**config.mk**
```make
export PLATFORM = sky130hd
export DESIGN_NAME = cbh_bus_ctrl
export DESIGN_NICKNAME = d
export VERILOG_FILES = /design/src/common/cbh_pkg.sv /design/src/design/cbh_bus_ctrl.sv /design/src/design/cbh_sync.sv
export VERILOG_INCLUDE_DIRS = /design/src /design/src/common
export SDC_FILE = /design/constraint.sdc
export NUM_CORES = 1
export LEC_CHECK = 0
export BUFFER_PORTS_ARGS = -buffer_cell sky130_fd_sc_hd__buf_2
export CAP_MARGIN = 20
export CORE_MARGIN = 2
export CORE_UTILIZATION = 50
export CTS_CLUSTER_SIZE = 40
export DETAILED_ROUTE_END_ITERATION = 8
export MAX_ROUTING_LAYER = met4
export PLACE_DENSITY = 0.77
export SKIP_LAST_GASP = 1
export SYNTH_ARGS = -nofsm -noshare
export SYNTH_HDL_FRONTEND = slang
export SYNTH_SLANG_ARGS = --single-unit
export TNS_END_PERCENT = 50
```
**constraint.sdc**
```tcl
create_clock -name core_clk_in -period 2.6 [get_ports core_clk_in]
set_input_delay 0.39 -clock core_clk_in [delete_from_list [all_inputs] [get_ports core_clk_in]]
set_output_delay 0.39 -clock core_clk_in [all_outputs]
set_load 0.01 [all_outputs]
```
**src/common/cbh_map.svh**
```systemverilog
`ifndef CBH_MAP_SVH
`define CBH_MAP_SVH
// ----------------------------------------
// clock and timing figures
// ----------------------------------------
`define CBH_CLK_MHZ 40
`define CBH_HALT_SETUP_NS 250
`define CBH_FLOAT_MAX_NS 4500
// least time, rounded up to whole cycles
`define CBH_HALT_SETUP_CYC ((`CBH_HALT_SETUP_NS * `CBH_CLK_MHZ + 999) / 1000)
// longest time, rounded down to whole cycles
`define CBH_FLOAT_MAX_CYC ((`CBH_FLOAT_MAX_NS * `CBH_CLK_MHZ) / 1000)
// ----------------------------------------
// widths, positions and reset values
// ----------------------------------------
`define CBH_ADDR_W 16
`define CBH_DATA_W 8
`define CBH_SYNC_W 14
`define CBH_SB_P1 0
`define CBH_SB_P2 1
`define CBH_SB_HALT 2
`define CBH_SB_FLOAT 3
`define CBH_SB_DBE 4
`define CBH_SB_IRQ 5
`define CBH_SB_DATA 6
`define CBH_RW_IDLE 1'b1
`define CBH_ADDR_RST 16'h0000
`define CBH_DATA_RST 8'h00
`endif

```
**src/common/cbh_pkg.sv**
```systemverilog
package cbh_pkg;
	// bus ownership state, gray coded along run -> drain -> halted
	typedef enum logic [1:0] {
		CBH_RUN = 2'b00,
		CBH_DRAIN = 2'b01,
		CBH_HALTED = 2'b11
	} cbh_state_t;
endpackage

```
**src/design/cbh_bus_ctrl.sv**
```systemverilog
`timescale 1ns/1ps
`default_nettype none
`include "cbh_map.svh"
module cbh_bus_ctrl #(
	parameter int ADDR_W = `CBH_ADDR_W,
	parameter int DATA_W = `CBH_DATA_W
) (
	input wire logic core_clk_in,
	input wire logic arst_n_in,
	// pins from the system
	input wire logic phase1_in,
	input wire logic phase2_in,
	input wire logic halt_n_in,
	input wire logic bus_float_control_in,
	input wire logic data_drive_enable_in,
	input wire logic irq_n_in,
	// pins to the system, and the data lines back from it
	output logic [ADDR_W-1:0] address_lines_out,
	output logic address_lines_oe_out,
	input wire logic [DATA_W-1:0] data_lines_in,
	output logic [DATA_W-1:0] data_lines_out,
	output logic data_lines_oe_out,
	output logic read_write_out,
	output logic read_write_oe_out,
	output logic valid_address_strobe_out,
	output logic bus_released_out,
	// core side
	input wire logic core_access_in,
	input wire logic core_write_in,
	input wire logic [ADDR_W-1:0] core_addr_in,
	input wire logic [DATA_W-1:0] core_wdata_in,
	input wire logic core_instr_end_in,
	input wire logic core_irq_ack_in,
	output logic core_stall_out,
	output logic [DATA_W-1:0] core_rdata_out,
	output logic core_irq_out,
	output cbh_pkg::cbh_state_t bus_state_out,
	output logic halt_setup_err_out,
	output logic float_overstay_out
);
	import cbh_pkg::*;

	// ----------------------------------------
	// constants
	// ----------------------------------------
	localparam int SETUP_CYC = `CBH_HALT_SETUP_CYC; // halt quiet time before phase one ends
	localparam int FLOAT_CYC = `CBH_FLOAT_MAX_CYC; // longest floated stretch
	localparam int CNT_W = $clog2(FLOAT_CYC + 1);
	localparam logic [CNT_W-1:0] SETUP_LIM = CNT_W'(SETUP_CYC);
	localparam logic [CNT_W-1:0] FLOAT_LIM = CNT_W'(FLOAT_CYC);

	// ----------------------------------------
	// pin synchronisers
	// ----------------------------------------
	logic [`CBH_SYNC_W-1:0] pins_raw; // all asynchronous pins, packed
	logic [`CBH_SYNC_W-1:0] pins_s; // same pins after two flops
	// active-low pins go in inverted so the flops' reset zero reads as idle, not as a request
	assign pins_raw = {data_lines_in, ~irq_n_in, data_drive_enable_in, bus_float_control_in,
		~halt_n_in, phase2_in, phase1_in};

	// data pins are only used at a phase two edge, so skew across bits has settled by then
	cbh_sync #(
		.WIDTH(`CBH_SYNC_W)
	) u_sync (
		.core_clk_in(core_clk_in),
		.arst_n_in(arst_n_in),
		.async_in(pins_raw),
		.sync_out(pins_s)
	);

	logic p1_s, p2_s, halt_s, float_s, dbe_s, irq_s; // synchronised levels
	logic [DATA_W-1:0] din_s; // synchronised data pins
	assign p1_s = pins_s[`CBH_SB_P1];
	assign p2_s = pins_s[`CBH_SB_P2];
	assign halt_s = ~pins_s[`CBH_SB_HALT];
	assign float_s = pins_s[`CBH_SB_FLOAT];
	assign dbe_s = pins_s[`CBH_SB_DBE];
	assign irq_s = pins_s[`CBH_SB_IRQ];
	assign din_s = pins_s[`CBH_SB_DATA +: DATA_W];

	// ----------------------------------------
	// phase edge detection
	// ----------------------------------------
	logic p1_d, p2_d, next_p1_d, next_p2_d; // previous phase levels
	logic p1_rise, p1_fall, p2_fall; // one-cycle edge pulses
	always_comb begin
		next_p1_d = p1_s;
		next_p2_d = p2_s;
	end
	always_ff @(posedge core_clk_in or negedge arst_n_in) begin
		if (!arst_n_in) begin
			p1_d <= 1'b0;
			p2_d <= 1'b0;
		end else begin
			p1_d <= next_p1_d;
			p2_d <= next_p2_d;
		end
	end
	assign p1_rise = p1_s & ~p1_d;
	assign p1_fall = ~p1_s & p1_d;
	assign p2_fall = ~p2_s & p2_d;

	// ----------------------------------------
	// halt sampling and setup check
	// ----------------------------------------
	logic halt_smp, next_halt_smp; // halt as taken at the end of phase one
	logic halt_prev, next_halt_prev; // halt one cycle ago
	logic [CNT_W-1:0] quiet_cnt, next_quiet_cnt; // cycles since halt last moved
	logic next_setup_err;
	// sampling at the phase one fall gives the whole quiet window as margin
	always_comb begin
		next_halt_prev = halt_s;
		next_halt_smp = halt_smp;
		next_quiet_cnt = quiet_cnt;
		next_setup_err = 1'b0;
		if (halt_s != halt_prev) begin
			next_quiet_cnt = '0;
		end else if (quiet_cnt < SETUP_LIM) begin
			next_quiet_cnt = quiet_cnt + CNT_W'(1);
		end
		if (p1_fall) begin
			next_halt_smp = halt_s;
			next_setup_err = (quiet_cnt < SETUP_LIM);
		end
	end
	always_ff @(posedge core_clk_in or negedge arst_n_in) begin
		if (!arst_n_in) begin
			halt_smp <= 1'b1;
			halt_prev <= 1'b1;
			quiet_cnt <= '0;
			halt_setup_err_out <= 1'b0;
		end else begin
			halt_smp <= next_halt_smp;
			halt_prev <= next_halt_prev;
			quiet_cnt <= next_quiet_cnt;
			halt_setup_err_out <= next_setup_err;
		end
	end

	// ----------------------------------------
	// float stretch watchdog
	// ----------------------------------------
	logic [CNT_W-1:0] float_cnt, next_float_cnt; // cycles spent floated
	logic next_overstay;
	// the device cannot shorten the stretch, it can only report it for the system to see
	always_comb begin
		next_float_cnt = '0;
		next_overstay = float_overstay_out;
		if (float_s) begin
			next_float_cnt = (float_cnt < FLOAT_LIM) ? float_cnt + CNT_W'(1) : float_cnt;
			if (float_cnt >= FLOAT_LIM) begin
				next_overstay = 1'b1;
			end
		end else begin
			next_overstay = 1'b0;
		end
	end
	always_ff @(posedge core_clk_in or negedge arst_n_in) begin
		if (!arst_n_in) begin
			float_cnt <= '0;
			float_overstay_out <= 1'b0;
		end else begin
			float_cnt <= next_float_cnt;
			float_overstay_out <= next_overstay;
		end
	end

	// ----------------------------------------
	// halt state machine
	// ----------------------------------------
	cbh_state_t state, next_state; // bus ownership
	always_comb begin
		next_state = state;
		case (state)
			CBH_RUN: begin
				if (!halt_smp) begin
					// an instruction ending right now halts at once
					next_state = core_instr_end_in ? CBH_HALTED : CBH_DRAIN;
				end
			end
			CBH_DRAIN: begin
				if (halt_smp) begin
					next_state = CBH_RUN;
				end else if (core_instr_end_in) begin
					next_state = CBH_HALTED;
				end
			end
			CBH_HALTED: begin
				// a single high sample lets one instruction run before halting again
				if (halt_smp) begin
					next_state = CBH_RUN;
				end
			end
			default: begin
				next_state = CBH_RUN;
			end
		endcase
	end
	always_ff @(posedge core_clk_in or negedge arst_n_in) begin
		if (!arst_n_in) begin
			state <= CBH_RUN;
		end else begin
			state <= next_state;
		end
	end
	assign bus_state_out = state;

	logic halted; // bus handed over
	assign halted = (state == CBH_HALTED);
	// core waits while halted or while the clock is stretched for a float
	assign core_stall_out = halted | float_s;

	// ----------------------------------------
	// bus cycle registers
	// ----------------------------------------
	logic [ADDR_W-1:0] addr_q, next_addr_q; // address on the pins
	logic [DATA_W-1:0] wdata_q, next_wdata_q; // write data on the pins
	logic [DATA_W-1:0] next_rdata; // captured read data
	logic rw_q, next_rw_q; // direction, high is read
	logic vma_q, next_vma_q; // address valid
	// a new cycle starts on each phase one rise while the core is free to run
	always_comb begin
		next_addr_q = addr_q;
		next_wdata_q = wdata_q;
		next_rw_q = rw_q;
		next_vma_q = vma_q;
		next_rdata = core_rdata_out;
		if (halted) begin
			next_vma_q = 1'b0;
			next_rw_q = `CBH_RW_IDLE;
		end else if (p1_rise && !float_s) begin
			next_addr_q = core_addr_in;
			next_vma_q = core_access_in;
			next_rw_q = core_access_in ? ~core_write_in : `CBH_RW_IDLE;
			next_wdata_q = core_wdata_in;
		end
		if (p2_fall && vma_q && rw_q) begin
			next_rdata = din_s;
		end
	end
	always_ff @(posedge core_clk_in or negedge arst_n_in) begin
		if (!arst_n_in) begin
			addr_q <= `CBH_ADDR_RST;
			wdata_q <= `CBH_DATA_RST;
			rw_q <= `CBH_RW_IDLE;
			vma_q <= 1'b0;
			core_rdata_out <= `CBH_DATA_RST;
		end else begin
			addr_q <= next_addr_q;
			wdata_q <= next_wdata_q;
			rw_q <= next_rw_q;
			vma_q <= next_vma_q;
			core_rdata_out <= next_rdata;
		end
	end

	// ----------------------------------------
	// pin drive
	// ----------------------------------------
	// float is a level here, so drivers come back as soon as it drops
	assign address_lines_out = addr_q;
	assign address_lines_oe_out = ~float_s & ~halted;
	assign read_write_out = rw_q;
	assign read_write_oe_out = ~float_s & ~halted;
	assign valid_address_strobe_out = vma_q & ~float_s & ~halted;
	assign bus_released_out = halted & ~float_s;
	// float plays no part here; read cycles keep the drivers off
	assign data_lines_out = wdata_q;
	assign data_lines_oe_out = dbe_s & vma_q & ~rw_q & ~halted;

	// ----------------------------------------
	// interrupt latch across halt
	// ----------------------------------------
	logic irq_held, next_irq_held; // request seen while halted
	// set only while halted and clear only on an acknowledge while running, so the two never meet in one cycle
	always_comb begin
		next_irq_held = irq_held;
		if (!halted && core_irq_ack_in) begin
			next_irq_held = 1'b0;
		end
		if (halted && irq_s) begin
			next_irq_held = 1'b1;
		end
	end
	always_ff @(posedge core_clk_in or negedge arst_n_in) begin
		if (!arst_n_in) begin
			irq_held <= 1'b0;
		end else begin
			irq_held <= next_irq_held;
		end
	end
	assign core_irq_out = (irq_held | irq_s) & ~halted;
endmodule // cbh_bus_ctrl
`default_nettype wire

```
**src/design/cbh_sync.sv**
```systemverilog
`timescale 1ns/1ps
`default_nettype none
// ----------------------------------------
// two flip-flop synchroniser, one stage pair per bit
// ----------------------------------------
module cbh_sync #(
	parameter int WIDTH = 1
) (
	input wire logic core_clk_in,
	input wire logic arst_n_in,
	input wire logic [WIDTH-1:0] async_in,
	output logic [WIDTH-1:0] sync_out
);
	genvar gi;
	generate
		for (gi = 0; gi < WIDTH; gi++) begin : g_bit
			logic meta; // first stage, read only by the second
			logic stable; // second stage
			// the first stage may go metastable, so nothing but stage two looks at it
			always_ff @(posedge core_clk_in or negedge arst_n_in) begin
				if (!arst_n_in) begin
					meta <= 1'b0;
					stable <= 1'b0;
				end else begin
					meta <= async_in[gi];
					stable <= meta;
				end
			end
			assign sync_out[gi] = stable;
		end
	endgenerate
endmodule // cbh_sync
`default_nettype wire

```
==> results of run 1 <==
[path summary, 6_finish.rpt]
check | from | end
max | u_sync.g_bit[3].stable$_DFF_PN0_ | valid_address_strobe_out
min | data_lines_in[7] | u_sync.g_bit[13].meta$_DFF_PN0_
max reg2reg | u_sync.g_bit[3].stable$_DFF_PN0_ | address_lines_out[2]$_DFFE_PN0P_
min reg2reg | u_sync.g_bit[3].meta$_DFF_PN0_ | u_sync.g_bit[3].stable$_DFF_PN0_
max in group asynchronous | arst_n_in | read_write_out$_DFFE_PN1P_
min in group asynchronous | arst_n_in | float_cnt[5]$_DFFE_PN0P_
[final cells by class]
cell class | count | area, um2 | area share [%]
Timing Repair Buffer | 89 | 467.9 | 11.99
Clock buffer | 9 | 123.9 | 3.175
Clock inverter | 7 | 61.31 | 1.572
Inverter | 10 | 37.54 | 0.9622
Sequential cell | 87 | 2181 | 55.90
Tap cell | 77 | 96.34 | 2.470
Multi-Input combinational cell | 119 | 933.4 | 23.93
[registers in the layout, summed over array words and instances (netlist names)]
name,flops
halt_smp,1
float_overstay_out,1
vma_q,1
float_cnt,8
u_sync.g_bit.stable,14
p1_d,1
data_lines_out,8
irq_held,1
core_rdata_out,8
p2_d,1
halt_setup_err_out,1
bus_state_out,2
halt_prev,1
quiet_cnt,8
read_write_out,1
u_sync.g_bit.meta,14
address_lines_out,16
[cell usage in the layout (no fill, tap or decap), types with 5 or more instances in the layout]
| cell | count |
|---|---|
| sky130_fd_sc_hd__mux2_2 | 32 |
| sky130_fd_sc_hd__a21oi_1 | 11 |
| sky130_fd_sc_hd__buf_2 | 86 |
| sky130_fd_sc_hd__dfrtp_1 | 84 |
| sky130_fd_sc_hd__clkbuf_8 | 9 |
| sky130_fd_sc_hd__nand2_1 | 12 |
| sky130_fd_sc_hd__o21ai_0 | 6 |
| sky130_fd_sc_hd__inv_1 | 10 |
| sky130_fd_sc_hd__o21a_1 | 5 |
[kinds of logic after synthesis]
kind of cell,after synthesis
xor gates and xnor gates,2
AOI/OAI and AO/OA,35
buffers and inverters,17
and+or+nand+nor,43
muxes,36
adders and majority gates,3
DFF,87
[timing repair]
item / 4_1_cts / 5_1_grt
hold buffers: 1 / 0
hold endpoints to repair: 17 / 0
setup buffers: 0 / 0
[worst register-to-register path: stages (launching register included)]
cell	delay [ps]
sky130_fd_sc_hd__dfrtp_1	570
sky130_fd_sc_hd__nor3b_4	340
sky130_fd_sc_hd__nand2_2	380
sky130_fd_sc_hd__mux2_2	420
[metal layers]
metal	vias up	track usage [%]	wire, um	part of all wire, %
met5	-	-	0	0
met4	0	7.038	98	1.8
met3	8	4.352	364	6.6
met2	69	26.04	2567	46
met1	983	24.24	2519	45
li1	961	-	-	-
[where the power goes]
group	switching, mW	leakage [nW]	total, mW	internal [mW]
Sequential	0.132	1.05	1.71	1.58
Combinational	0.292	0.748	0.615	0.323
Clock	0.504	0.0892	0.871	0.367
==> out/summary.log, run 1 <==
INFO  yosys          synth-edff-count=0
INFO  floorplan      design.die.area=0.007023mm2
INFO  worst_setup_path timing_worst_setup_path_type=register to output port
INFO  yosys          synthAdderAreaFrac=1.179%
INFO  timing         max_clock_freq=0.5288GHz
INFO  yosys          synth_top_flop_cell=sky130_fd_sc_hd__dfrtp_1
INFO  drt            postRouteWirelength=5550um
INFO  min_path       hold_depth=1
INFO  final_layout   drive_gt1_share=44.55%
INFO  yosys          synth_compound_gate_area_share=7.033%
INFO  run            max_cap_viol_count=0
INFO  yosys          multiplexer_share_of_the_synthesized_area=12.57%
INFO  power_and_ir_drop power=3.199mW
INFO  grt            track_usage=17.79%
INFO  final_layout   layoutNonFillerInstCount=398
INFO  worst_setup_path cp_data_required_time=2210ps
INFO  floorplan      die-width=83.81um
INFO  final_layout   post-route-cell-area=0.003901mm2
INFO  grt            grt_first_pass_wirelength=9584um
INFO  worst_setup_path crit_fanout=15
INFO  yosys          netlist-cell-type-count=41
INFO  yosys          yosys.cell_count.top_type=sky130_fd_sc_hd__dfrtp_1
INFO  yosys          synthTopCellsByCount=sky130_fd_sc_hd__dfrtp_1 (84), sky130_fd_sc_hd__mux2_2 (32), sky130_fd_sc_hd__nand2_1 (12)
INFO  clocking       clock_latency=350ps
INFO  floorplan      floorplan.initialDensity=51.02%
INFO  clocking       post_cts.resized_instances=0
INFO  timing         min_period=1891ps
INFO  floorplan      die_h=83.81um
INFO  yosys          synth-async-reset-ratio=100.0%
INFO  min_path       min_path_type=primary input to register
INFO  timing         setup_tns=0ps
INFO  final_layout   fill_cells=507
INFO  grt            grt-ovfl-total=0
INFO  placement      placed_cells_incl_taps=381
INFO  grt            grt_pass1_vias=2031
INFO  yosys          main_combinational_cell_family_by_area_after_synthesis=multiplexers
INFO  drt            wire_per_inst=13.94um
INFO  worst_setup_path cp_slowest_stage_delay=570ps
INFO  worst_setup_path reg2regPathDepth=3
INFO  clocking       tritoncts_clock_tree=yes
INFO  floorplan      ioPinCount=88
INFO  clocking       cts_root_buffer=sky130_fd_sc_hd__clkbuf_8
INFO  clocking       tritoncts_num_sinks=87
INFO  power_and_ir_drop static_power_due_to_leakage=1.891nW
INFO  clocking       cts_max_level=3
INFO  yosys          mappedNetlistNets=270
INFO  drt            post-route-drc-count=0
INFO  timing         report.final.hold_viol_count=0
INFO  worst_setup_path ff2ff_setup_slack=770ps
INFO  yosys          yosys.area_share.xor_xnor=0.5501%
INFO  drt            detailed_routing_iterations_pass_1=4
INFO  power_and_ir_drop power.density_cell_area=820.1mW/mm2
INFO  timing         final.setup_skew=15.05ps
INFO  outcome        run_status=finished clean
INFO  final_layout   antennaDiodeCount=0
INFO  yosys          synth-seq-area-share=68.49%
INFO  worst_setup_path crit_chain=a21oi_1, and2_1, buf_2
INFO  placement      post-place-ws=778.6ps
INFO  worst_setup_path setup.worst_path.start_class=register
INFO  yosys          dominant_cells_by_area_after_synthesis=sky130_fd_sc_hd__dfrtp_1 (66%), sky130_fd_sc_hd__mux2_2 (11%), sky130_fd_sc_hd__dfstp_2 (2.5%)
INFO  yosys          post_synth_and_or_nand_nor_area_fraction=7.976%
INFO  timing         setup_violations=0
INFO  worst_setup_path cpMaxStageDelayCell=sky130_fd_sc_hd__dfrtp_1
INFO  yosys          post_synth_inst_count=223
INFO  final_layout   synthToLayoutAreaGrowth=22.51%
INFO  worst_setup_path top_delay_family_on_crit_path=flip-flops
INFO  placement      dpl.hpwl=3857um
INFO  grt            initial_antenna_violation_count=0
INFO  yosys          synth_seq_cells=87
INFO  placement      placement.io_buffers=87
INFO  worst_setup_path timing.critical_path.arrival=1500ps
INFO  worst_setup_path critPathCaptureType=output port
INFO  yosys          mappedNetlistArea=0.003184mm2
INFO  timing         final.setup.worst_slack=709.1ps
INFO  placement      dpl-instance-area=0.003706mm2
INFO  yosys          yosys.area.top_type_share=66.01%
INFO  floorplan      core.rowCount=29
INFO  final_layout   finalNetCount=363
INFO  worst_setup_path cp.buffers_inverters=1
INFO  timing         max_slew_margin=60.47%
INFO  yosys          synthesis.area_per_instance=14.28um2
INFO  grt            grt_start_max_net_pins=50
INFO  drt            num_vias=2021
INFO  timing         final-max-slew-violation-count=0
INFO  yosys          ys_warn_count=0
INFO  worst_setup_path critical_path_cell_count=3
INFO  clocking       number_of_clock_buffers_inserted_by_tritoncts=9
INFO  timing         fin_worst_hold_slack=135.6ps
INFO  floorplan      standard_cell_core_area=0.006241mm2
INFO  drt            post_drt_via_cell_ratio=5.078
INFO  yosys          yosysTopAreaCell=sky130_fd_sc_hd__dfrtp_1
INFO  drt            detail_route.iter0.violations=57
INFO  timing         layout_worst_path_cycle_share=72.73%
INFO  timing         setup_repair_after_global_routing_missed_its_margin=no
INFO  clocking       max-clock-path-buffers=2
INFO  drt            antenna_violating_nets_post_route=0
INFO  clocking       cts.clk_slew.worst_paths=100ps
INFO  placement      place_congestion=0.7663
INFO  timing         max_slew.worst_pin.slew=587.5ps
INFO  final_layout   post-route-util=62.51%
INFO  power_and_ir_drop max-vdd-ir-drop=0.5898mV
Note: power is estimated with default switching activity, not from simulation.
==> run 2, diff against run 1 <==
Settings changed: ABC_AREA set to 1, CORE_UTILIZATION 50 to 46, PLACE_DENSITY 0.77 to 0.74.
Clock period 2.6 ns to 1.71 ns, I/O delays scaled along.
==> out/summary.log, run 2 <==
INFO  timing         max_slew_margin=64.12% [+3.6 points]
INFO  floorplan      die_h=87.74um [+4.7%]
INFO  floorplan      floorplan.initialDensity=47.48% [-3.5 points]
INFO  grt            initial_antenna_violation_count=0 [unchanged]
INFO  timing         final.setup_skew=6.924ps [-8.123 ps]
INFO  grt            grt_start_max_net_pins=42 [-16%]
INFO  placement      placement.io_buffers=87 [unchanged]
INFO  min_path       min_path_type=primary input to register
INFO  floorplan      standard_cell_core_area=0.006794mm2 [+8.9%]
INFO  yosys          post_synth_inst_count=317 [+42%]
INFO  yosys          synthesis.area_per_instance=10.18um2 [-29%]
INFO  final_layout   mostFrequentLayoutCell=sky130_fd_sc_hd__nand2_1
INFO  timing         report.final.hold_viol_count=0 [unchanged]
INFO  floorplan      ioPinCount=88 [unchanged]
INFO  yosys          netlist-cell-type-count=25 [-39%]
INFO  yosys          ys_warn_count=0 [unchanged]
INFO  yosys          synthAdderAreaFrac=1.164% [-0.015 points]
INFO  timing         max_clock_freq=0.6585GHz
INFO  final_layout   antennaDiodeCount=0 [unchanged]
INFO  placement      dpl-instance-area=0.003766mm2 [+1.6%]
INFO  final_layout   post-route-cell-area=0.004048mm2 [+3.8%]
INFO  yosys          synth_top_flop_cell=sky130_fd_sc_hd__dfrtp_1
INFO  placement      place_congestion=0.7790 [+1.7%]
INFO  grt            grt_first_pass_wirelength=9956um [+3.9%]
INFO  clocking       number_of_clock_buffers_inserted_by_tritoncts=9 [unchanged]
INFO  floorplan      die-width=87.74um [+4.7%]
INFO  power_and_ir_drop static_power_due_to_leakage=2.219nW [+17%]
INFO  timing         setup_repair_after_global_routing_missed_its_margin=no
INFO  yosys          yosys.area.top_type_share=65.17% [-0.84 points]
INFO  timing         max_slew.worst_pin.slew=536.4ps [-51.14 ps]
INFO  power_and_ir_drop clockPowerShare=25.9% [-1.3 points]
INFO  yosys          synth-edff-count=0 [unchanged]
INFO  clocking       post_cts.resized_instances=0 [unchanged]
INFO  final_layout   drive_gt1_share=28.27% [-16 points]
INFO  worst_setup_path cp_data_required_time=1450ps [-760 ps]
INFO  floorplan      design.die.area=0.007698mm2 [+9.6%]
INFO  drt            antenna_violating_nets_post_route=0 [unchanged]
INFO  yosys          synth_seq_cells=87 [unchanged]
INFO  yosys          synth-seq-area-share=67.61% [-0.88 points]
INFO  power_and_ir_drop power=4.774mW [+49%]
INFO  worst_setup_path setup.worst_path.start_class=register
INFO  power_and_ir_drop power.density_cell_area=1179mW/mm2 [+44%]
INFO  timing         final-max-slew-violation-count=0 [unchanged]
INFO  grt            grt_pass1_vias=2188 [+7.7%]
INFO  worst_setup_path crit_fanout=5 [-10]
INFO  yosys          dominant_cells_by_area_after_synthesis=sky130_fd_sc_hd__dfrtp_1 (65%), sky130_fd_sc_hd__nand2_1 (13%), sky130_fd_sc_hd__inv_1 (3.5%)
INFO  clocking       cts_hold_buffers=8 [+7]
INFO  drt            postRouteWirelength=6046um [+8.9%]
INFO  final_layout   finalNetCount=470 [+29%]
INFO  drt            num_vias=2347 [+16%]
INFO  yosys          synth-async-reset-ratio=100.0% [unchanged]
INFO  clocking       tritoncts_clock_tree=yes
INFO  outcome        run_status=finished clean
INFO  final_layout   final_cell_mix=sky130_fd_sc_hd__nand2_1 (112), sky130_fd_sc_hd__buf_2 (86), sky130_fd_sc_hd__dfrtp_1 (84), sky130_fd_sc_hd__inv_1 (30), sky130_fd_sc_hd__nand3_1 (18)
INFO  clocking       clock_latency=340ps [about the same]
INFO  yosys          main_combinational_cell_family_by_area_after_synthesis=simple AND/OR/NAND/NOR gates
INFO  power_and_ir_drop internal_power=3.341mW [+47%]
INFO  run            max_cap_viol_count=0 [unchanged]
INFO  floorplan      core.rowCount=30 [+3.4%]
INFO  yosys          synth_compound_gate_area_share=3.801% [-3.2 points]
INFO  power_and_ir_drop p_comb_share=19.9% [+0.7 points]
INFO  timing         setup_tns=0ps [unchanged]
INFO  power_and_ir_drop max-vdd-ir-drop=0.5718mV [-3.1%]
INFO  power_and_ir_drop power.switching_fraction=30.01% [+1.0 points]
INFO  placement      dpl.hpwl=4225um [+9.5%]
INFO  yosys          mappedNetlistNets=364 [+35%]
INFO  yosys          post_synth_and_or_nand_nor_area_fraction=20.13% [+12 points]
INFO  final_layout   fill_cells=605 [+19%]
INFO  drt            detailed_routing_iterations_pass_1=4 [unchanged]
INFO  yosys          synthTopCellsByCount=sky130_fd_sc_hd__nand2_1 (112), sky130_fd_sc_hd__dfrtp_1 (84), sky130_fd_sc_hd__inv_1 (30)
INFO  drt            detail_route.iter0.violations=91 [+60%]
INFO  yosys          mappedNetlistArea=0.003226mm2 [+1.3%]
INFO  yosys          yosys.area_share.xor_xnor=0.8146% [+0.26 points]
INFO  worst_setup_path critPathCaptureType=output port
INFO  power_and_ir_drop power.share.sequential=54.2% [+0.6 points]
INFO  final_layout   largest_register_ffs=16 [unchanged]
INFO  clocking       tritoncts_num_sinks=87 [unchanged]
INFO  timing         min_period=1519ps
INFO  final_layout   synthToLayoutAreaGrowth=25.48%
INFO  clocking       cts.clk_slew.worst_paths=80ps [-20 ps]
INFO  drt            post_drt_via_cell_ratio=4.479 [-12%]
INFO  clocking       cts_max_level=3 [unchanged]
INFO  clocking       post-cts-setup-buffer-count=0 [unchanged]
INFO  grt            track_usage=17.64% [-0.15 points]
INFO  yosys          yosys.cell_count.top_type=sky130_fd_sc_hd__nand2_1
INFO  drt            post-route-drc-count=0 [unchanged]
INFO  yosys          multiplexer_share_of_the_synthesized_area=0% [-13 points]
INFO  worst_setup_path timing.critical_path.arrival=1260ps [-240 ps]
INFO  clocking       cts_root_buffer=sky130_fd_sc_hd__clkbuf_8
INFO  grt            grt-ovfl-total=0 [unchanged]
INFO  worst_setup_path timing_worst_setup_path_type=register to output port
INFO  yosys          yosysTopAreaCell=sky130_fd_sc_hd__dfrtp_1
INFO  drt            wire_per_inst=11.54um [-17%]
INFO  final_layout   post-route-util=59.58% [-2.9 points]
INFO  power_and_ir_drop power.switching=1.433mW [+54%]
INFO  timing         setup_violations=0 [unchanged]
INFO  clocking       max-clock-path-buffers=2 [unchanged]
INFO  timing         layout_worst_path_cycle_share=88.81%
run 2: cell types whose count changed in the layout (fill, tap and decap cells not counted), moves of 4 or more:
cell	previous run	this run
sky130_fd_sc_hd__nand3_1	4	18
sky130_fd_sc_hd__nor2_1	4	14
sky130_fd_sc_hd__o21a_1	5	1
sky130_fd_sc_hd__nand2_1	12	112
sky130_fd_sc_hd__inv_1	10	30
sky130_fd_sc_hd__a21oi_1	11	4
sky130_fd_sc_hd__o21ai_0	6	2
sky130_fd_sc_hd__nand4_1	1	6
sky130_fd_sc_hd__mux2i_1	4	0
sky130_fd_sc_hd__inv_2	0	7
sky130_fd_sc_hd__o21ai_1	0	13
sky130_fd_sc_hd__and2_1	4	0
sky130_fd_sc_hd__dlygate4sd3_1	1	11
sky130_fd_sc_hd__mux2_2	32	0
run 2: path summary, 6_finish.rpt:
check / from / to / slack [ps] / depth (start not counted)
max: bus_state_out[1]$_DFFE_PN0P_ / valid_address_strobe_out / 190 / 4
min: data_lines_in[4] / u_sync.g_bit[10].meta$_DFF_PN0_ / 20 / 1
max reg2reg: bus_state_out[1]$_DFFE_PN0P_ / data_lines_out[1]$_DFFE_PN0P_ / 330 / 6
min reg2reg: u_sync.g_bit[6].meta$_DFF_PN0_ / u_sync.g_bit[6].stable$_DFF_PN0_ / 350 / 0
max in group asynchronous: arst_n_in / u_sync.g_bit[11].meta$_DFF_PN0_ / 760 / 3
min in group asynchronous: arst_n_in / float_cnt[1]$_DFFE_PN0P_ / 360 / 2
run 2: kinds of logic (layout without fill, tap and decap cells):
family	Yosys count	count (layout)
AO/OA/AOI/OAI	23	23
buffers and inverters	46	157
adder cells (fa/ha/maj)	3	3
flip-flops	87	87
AND/OR/NAND/NOR	155	155
XOR/XNOR	3	3
run 2: stage by stage:
stage	hold slack [ps]	setup WS, ps	std cells
after floorplan	-39.09	342.6	317
after global placement	184.1	394.7	497
after detailed placement	186.2	341.7	497
after CTS	4.129	167.4	521
after global routing	5.044	87.05	524
final	21.34	191.4	524
run 2: routing by layer:
layer  track usage, %  vias to the layer above  share of wire, %
met3            5.844                        5               5.7
met1            21.47                     1083                42
met2            28.24                       69                51
met5                -                        -                 0
li1                 -                     1190                 -
met4            5.035                        0              0.78
run 2: critical path, cell delays in order (launching register included):
cell and delay, ps:
sky130_fd_sc_hd__dfrtp_1 440, sky130_fd_sc_hd__nand2_4 120, sky130_fd_sc_hd__nand2_4 70, sky130_fd_sc_hd__nor2_1 140, sky130_fd_sc_hd__buf_2 160
run 2: final cells by class:
class	count	area, um2	area share (%)
repair buffers	102	590.6	14.59
multi-input cells	184	835.8	20.65
well taps	96	120.1	2.968
clock inverters	7	47.55	1.175
inverters	39	148.9	3.679
clock buffers	9	123.9	3.060
flip-flops and latches	87	2181	53.88
run 2: power groups by stage:
stage / clock, mW / sequential (mW) / combinational, mW
3_3_place_gp: 0 / 2.62 / 0.920
3_5_place_dp: 0 / 2.62 / 0.953
5_1_grt: 1.37 / 2.63 / 1.09
6_report: 1.24 / 2.59 / 0.950
4_1_cts: 1.29 / 2.59 / 0.966
2_1_floorplan: 0 / 2.75 / 0.356
==> run 3, diff against run 2 <==
Settings changed: CORE_UTILIZATION 46 to 50, PLACE_DENSITY 0.74 to 0.77.
Clock period 1.71 ns to 1.76 ns, I/O delays scaled along.
==> out/summary.log, run 3 (same netlist as run 2, synthesis figures left out) <==
INFO  power_and_ir_drop static_power_due_to_leakage=2.266nW [+2.1%]
INFO  worst_setup_path cpMaxStageDelayCell=sky130_fd_sc_hd__dfrtp_1
INFO  floorplan      design.die.area=0.007110mm2 [-7.6%]
INFO  min_path       worst_hold_startpoint=data_drive_enable_in
INFO  power_and_ir_drop p_comb_share=18.7% [-1.2 points]
INFO  worst_setup_path critPathCaptureType=output port
INFO  power_and_ir_drop power.share.sequential=50.4% [-3.8 points]
INFO  worst_setup_path cp_data_required_time=1500ps [+50 ps]
INFO  final_layout   finalNetCount=472 [+0.43%]
INFO  drt            met2_length=2854um [-8.1%]
INFO  floorplan      core.rowCount=29 [-3.3%]
INFO  floorplan      ioPinCount=88 [unchanged]
INFO  drt            wire_per_inst=11.82um [+2.4%]
INFO  drt            detail_route.iter0.violations=133 [+46%]
INFO  worst_setup_path cp_slowest_stage_delay=450ps [about the same]
INFO  grt            track_usage=19.27% [+1.6 points]
INFO  final_layout   drive_gt1_share=29.07% [+0.80 points]
INFO  grt            grt_pass1_vias=2341 [+7.0%]
INFO  grt            grt-ovfl-total=0 [unchanged]
INFO  floorplan      die-width=84.32um [-3.9%]
INFO  timing         report.final.hold_viol_count=0 [unchanged]
INFO  final_layout   largest_register_ffs=16 [unchanged]
INFO  drt            met3_wirelength=341um [-0.29%]
INFO  worst_setup_path cp.buffers_inverters=1 [unchanged]
INFO  worst_setup_path top_delay_family_on_crit_path=flip-flops
INFO  floorplan      die_h=84.32um [-3.9%]
INFO  placement      place_congestion=0.8494 [+9.0%]
INFO  clocking       tritoncts_clock_tree=yes
INFO  worst_setup_path ff2ff_setup_slack=270ps [-60 ps]
INFO  power_and_ir_drop power.switching_fraction=28.17% [-1.8 points]
INFO  clocking       tritoncts_num_sinks=87 [unchanged]
INFO  drt            antenna_violating_nets_post_route=0 [unchanged]
INFO  final_layout   fill_cells=507 [-16%]
INFO  clocking       max-clock-path-buffers=2 [unchanged]
INFO  floorplan      standard_cell_core_area=0.006277mm2 [-7.6%]
INFO  timing         final.setup_skew=6.715ps [-0.2084 ps]
INFO  clocking       post-cts-setup-buffer-count=0 [unchanged]
INFO  power_and_ir_drop internal_power=3.586mW [+7.3%]
INFO  final_layout   post-route-util=65.38% [+5.8 points]
INFO  power_and_ir_drop power.switching=1.407mW [-1.8%]
INFO  worst_setup_path rr_endpoint=data_lines_out[1]$_DFFE_PN0P_
INFO  worst_setup_path crit_fanout=5 [unchanged]
INFO  worst_setup_path timing.critical_path.arrival=1250ps [about the same]
INFO  clocking       number_of_clock_buffers_inserted_by_tritoncts=9 [unchanged]
INFO  timing         min_period=1509ps
INFO  final_layout   ff_latch_area=0.002181mm2 [unchanged]
INFO  grt            grt_first_pass_wirelength=10480um [+5.3%]
INFO  power_and_ir_drop max-vdd-ir-drop=0.8127mV [+42%]
INFO  final_layout   final_cell_mix=sky130_fd_sc_hd__nand2_1 (112), sky130_fd_sc_hd__buf_2 (86), sky130_fd_sc_hd__dfrtp_1 (84), sky130_fd_sc_hd__inv_1 (30), sky130_fd_sc_hd__nand3_1 (18)
INFO  timing         max_slew.worst_pin.slew=571.0ps [+34.68 ps]
INFO  power_and_ir_drop power.density_cell_area=1217mW/mm2 [+3.2%]
INFO  clocking       cts_max_level=3 [unchanged]
INFO  worst_setup_path timing_worst_setup_path_type=register to output port
INFO  final_layout   multi_input_area=835.8um2 [unchanged]
INFO  min_path       min_path_type=primary input to register
INFO  timing         max_slew_margin=61.82% [-2.3 points]
INFO  drt            num_vias=2391 [+1.9%]
INFO  clocking       cts.clk_slew.worst_paths=80ps [about the same]
INFO  final_layout   mostFrequentLayoutCell=sky130_fd_sc_hd__nand2_1
INFO  min_path       worst_hold_end=u_sync.g_bit[4].meta$_DFF_PN0_
INFO  worst_setup_path crit_chain=nand2_4, nand3_1, nor2_1, buf_2
INFO  final_layout   antennaDiodeCount=0 [unchanged]
INFO  timing         final-max-slew-violation-count=0 [unchanged]
INFO  clocking       clock_latency=340ps [about the same]
INFO  grt            initial_antenna_violation_count=0 [unchanged]
INFO  timing         setup_repair_after_global_routing_missed_its_margin=no
INFO  worst_setup_path reg2regPathDepth=6 [unchanged]
INFO  drt            postRouteWirelength=5993um [-0.88%]
INFO  timing         setup_violations=0 [unchanged]
INFO  grt            grt_start_max_net_pins=46 [+9.5%]
INFO  timing         max_clock_freq=0.6626GHz
INFO  worst_setup_path crit-reg2reg-launch=bus_state_out[1]$_DFFE_PN0P_
INFO  outcome        run_status=finished clean
INFO  drt            detailed_routing_iterations_pass_1=4 [unchanged]
INFO  drt            post_drt_via_cell_ratio=4.716 [+5.3%]
INFO  min_path       hold_depth=1 [unchanged]
INFO  run            max_cap_viol_count=0 [unchanged]
INFO  drt            post-route-drc-count=0 [unchanged]
INFO  worst_setup_path setup.worst_path.start_class=register
INFO  final_layout   synthToLayoutAreaGrowth=27.23%
INFO  drt            dr.max_layer_used=met4
INFO  drt            met1_length=2633um [+3.3%]
INFO  timing         layout_worst_path_cycle_share=85.76%
INFO  power_and_ir_drop clockPowerShare=30.9% [+5.0 points]
INFO  timing         setup_tns=0ps [unchanged]
INFO  placement      dpl.hpwl=4328um [+2.4%]
INFO  floorplan      floorplan.initialDensity=51.39% [+3.9 points]
INFO  clocking       cts_root_buffer=sky130_fd_sc_hd__clkbuf_8
INFO  placement      placement.io_buffers=87 [unchanged]
==> run 3: cell count changes in the layout (fill, tap and decap cells not counted), moves of 2 or more <==
| cell | change |
|---|---|
| sky130_fd_sc_hd__clkinv_2 | -2 |
| sky130_fd_sc_hd__bufinv_16 | +2 |
| sky130_fd_sc_hd__buf_4 | +3 |
| sky130_fd_sc_hd__clkinvlp_4 | -2 |
| sky130_fd_sc_hd__dlygate4sd3_1 | -2 |
==> run 3: area by class of cell <==
class,count,area share [%]
Sequential cell,87,53.14
Multi-Input combinational cell,184,20.37
Timing Repair Buffer,104,14.94
Inverter,39,3.628
Clock buffer,10,3.354
Tap cell,77,2.348
Clock inverter,6,2.226
==> run 3: stage by stage <==
stage	hold slack, ps	power, mW	instances	setup WS, ps	cell area, um2
after floorplan	-31.59	3.017	317	392.6	3226
after global placement	290.3	3.451	482	353.1	3785
after detailed placement	293.0	3.490	482	280.2	3785
after CTS	0.1793	5.061	505	224.0	4084
after global routing	0.9287	5.291	507	163.2	4104
final	23.92	4.993	507	250.7	4104
==> run 3: repair_timing <==
item / 4_1_cts / 5_1_grt
hold buffers: 7 / 2
hold endpoints to repair: 44 / 2
resized for setup: 0 / 0
==> run 3: metal layers <==
layer  track usage (%)  up-vias
met4             8.944        0
met2             29.65       82
met5                 -        -
li1                  -     1195
met1             23.96     1102
met3             5.211       12
==> run 3: worst reg2reg max path: stages, from the launching register on <==
cell,delay (ps)
sky130_fd_sc_hd__dfrtp_1,450
sky130_fd_sc_hd__nand2_4,130
sky130_fd_sc_hd__nand2_4,70
sky130_fd_sc_hd__nor3_4,370
sky130_fd_sc_hd__inv_4,200
sky130_fd_sc_hd__nand2_1,120
sky130_fd_sc_hd__nand2_1,50
==> run 3: worst max-delay path by stage <==
| stage | startpoint | to | slack, ps | depth (start not counted) |
|---|---|---|---|---|
| finish | bus_state_out[1]$_DFFE_PN0P_ | data_lines_oe_out | 250 | 4 |
| global route | bus_state_out[1]$_DFFE_PN0P_ | data_lines_oe_out | 160 | 4 |
| CTS | bus_state_out[1]$_DFFE_PN0P_ | data_lines_oe_out | 220 | 4 |
| detailed placement | bus_state_out[1]$_DFFE_PN0P_ | data_lines_out[1]$_DFFE_PN0P_ | 280 | 6 |
| global placement | bus_state_out[1]$_DFFE_PN0P_ | address_lines_out[10]$_DFFE_PN0P_ | 350 | 6 |
| floorplan | bus_state_out[1]$_DFFE_PN0P_ | address_lines_out[0]$_DFFE_PN0P_ | 390 | 7 |
==> run 3: power groups by stage <==
stage | Combinational [mW] | Clock (mW) | Sequential (mW)
after detailed placement | 0.942 | 0 | 2.55
after global routing | 1.05 | 1.68 | 2.56
after floorplan | 0.346 | 0 | 2.67
final | 0.935 | 1.54 | 2.52
after CTS | 0.951 | 1.59 | 2.52
after global placement | 0.903 | 0 | 2.55
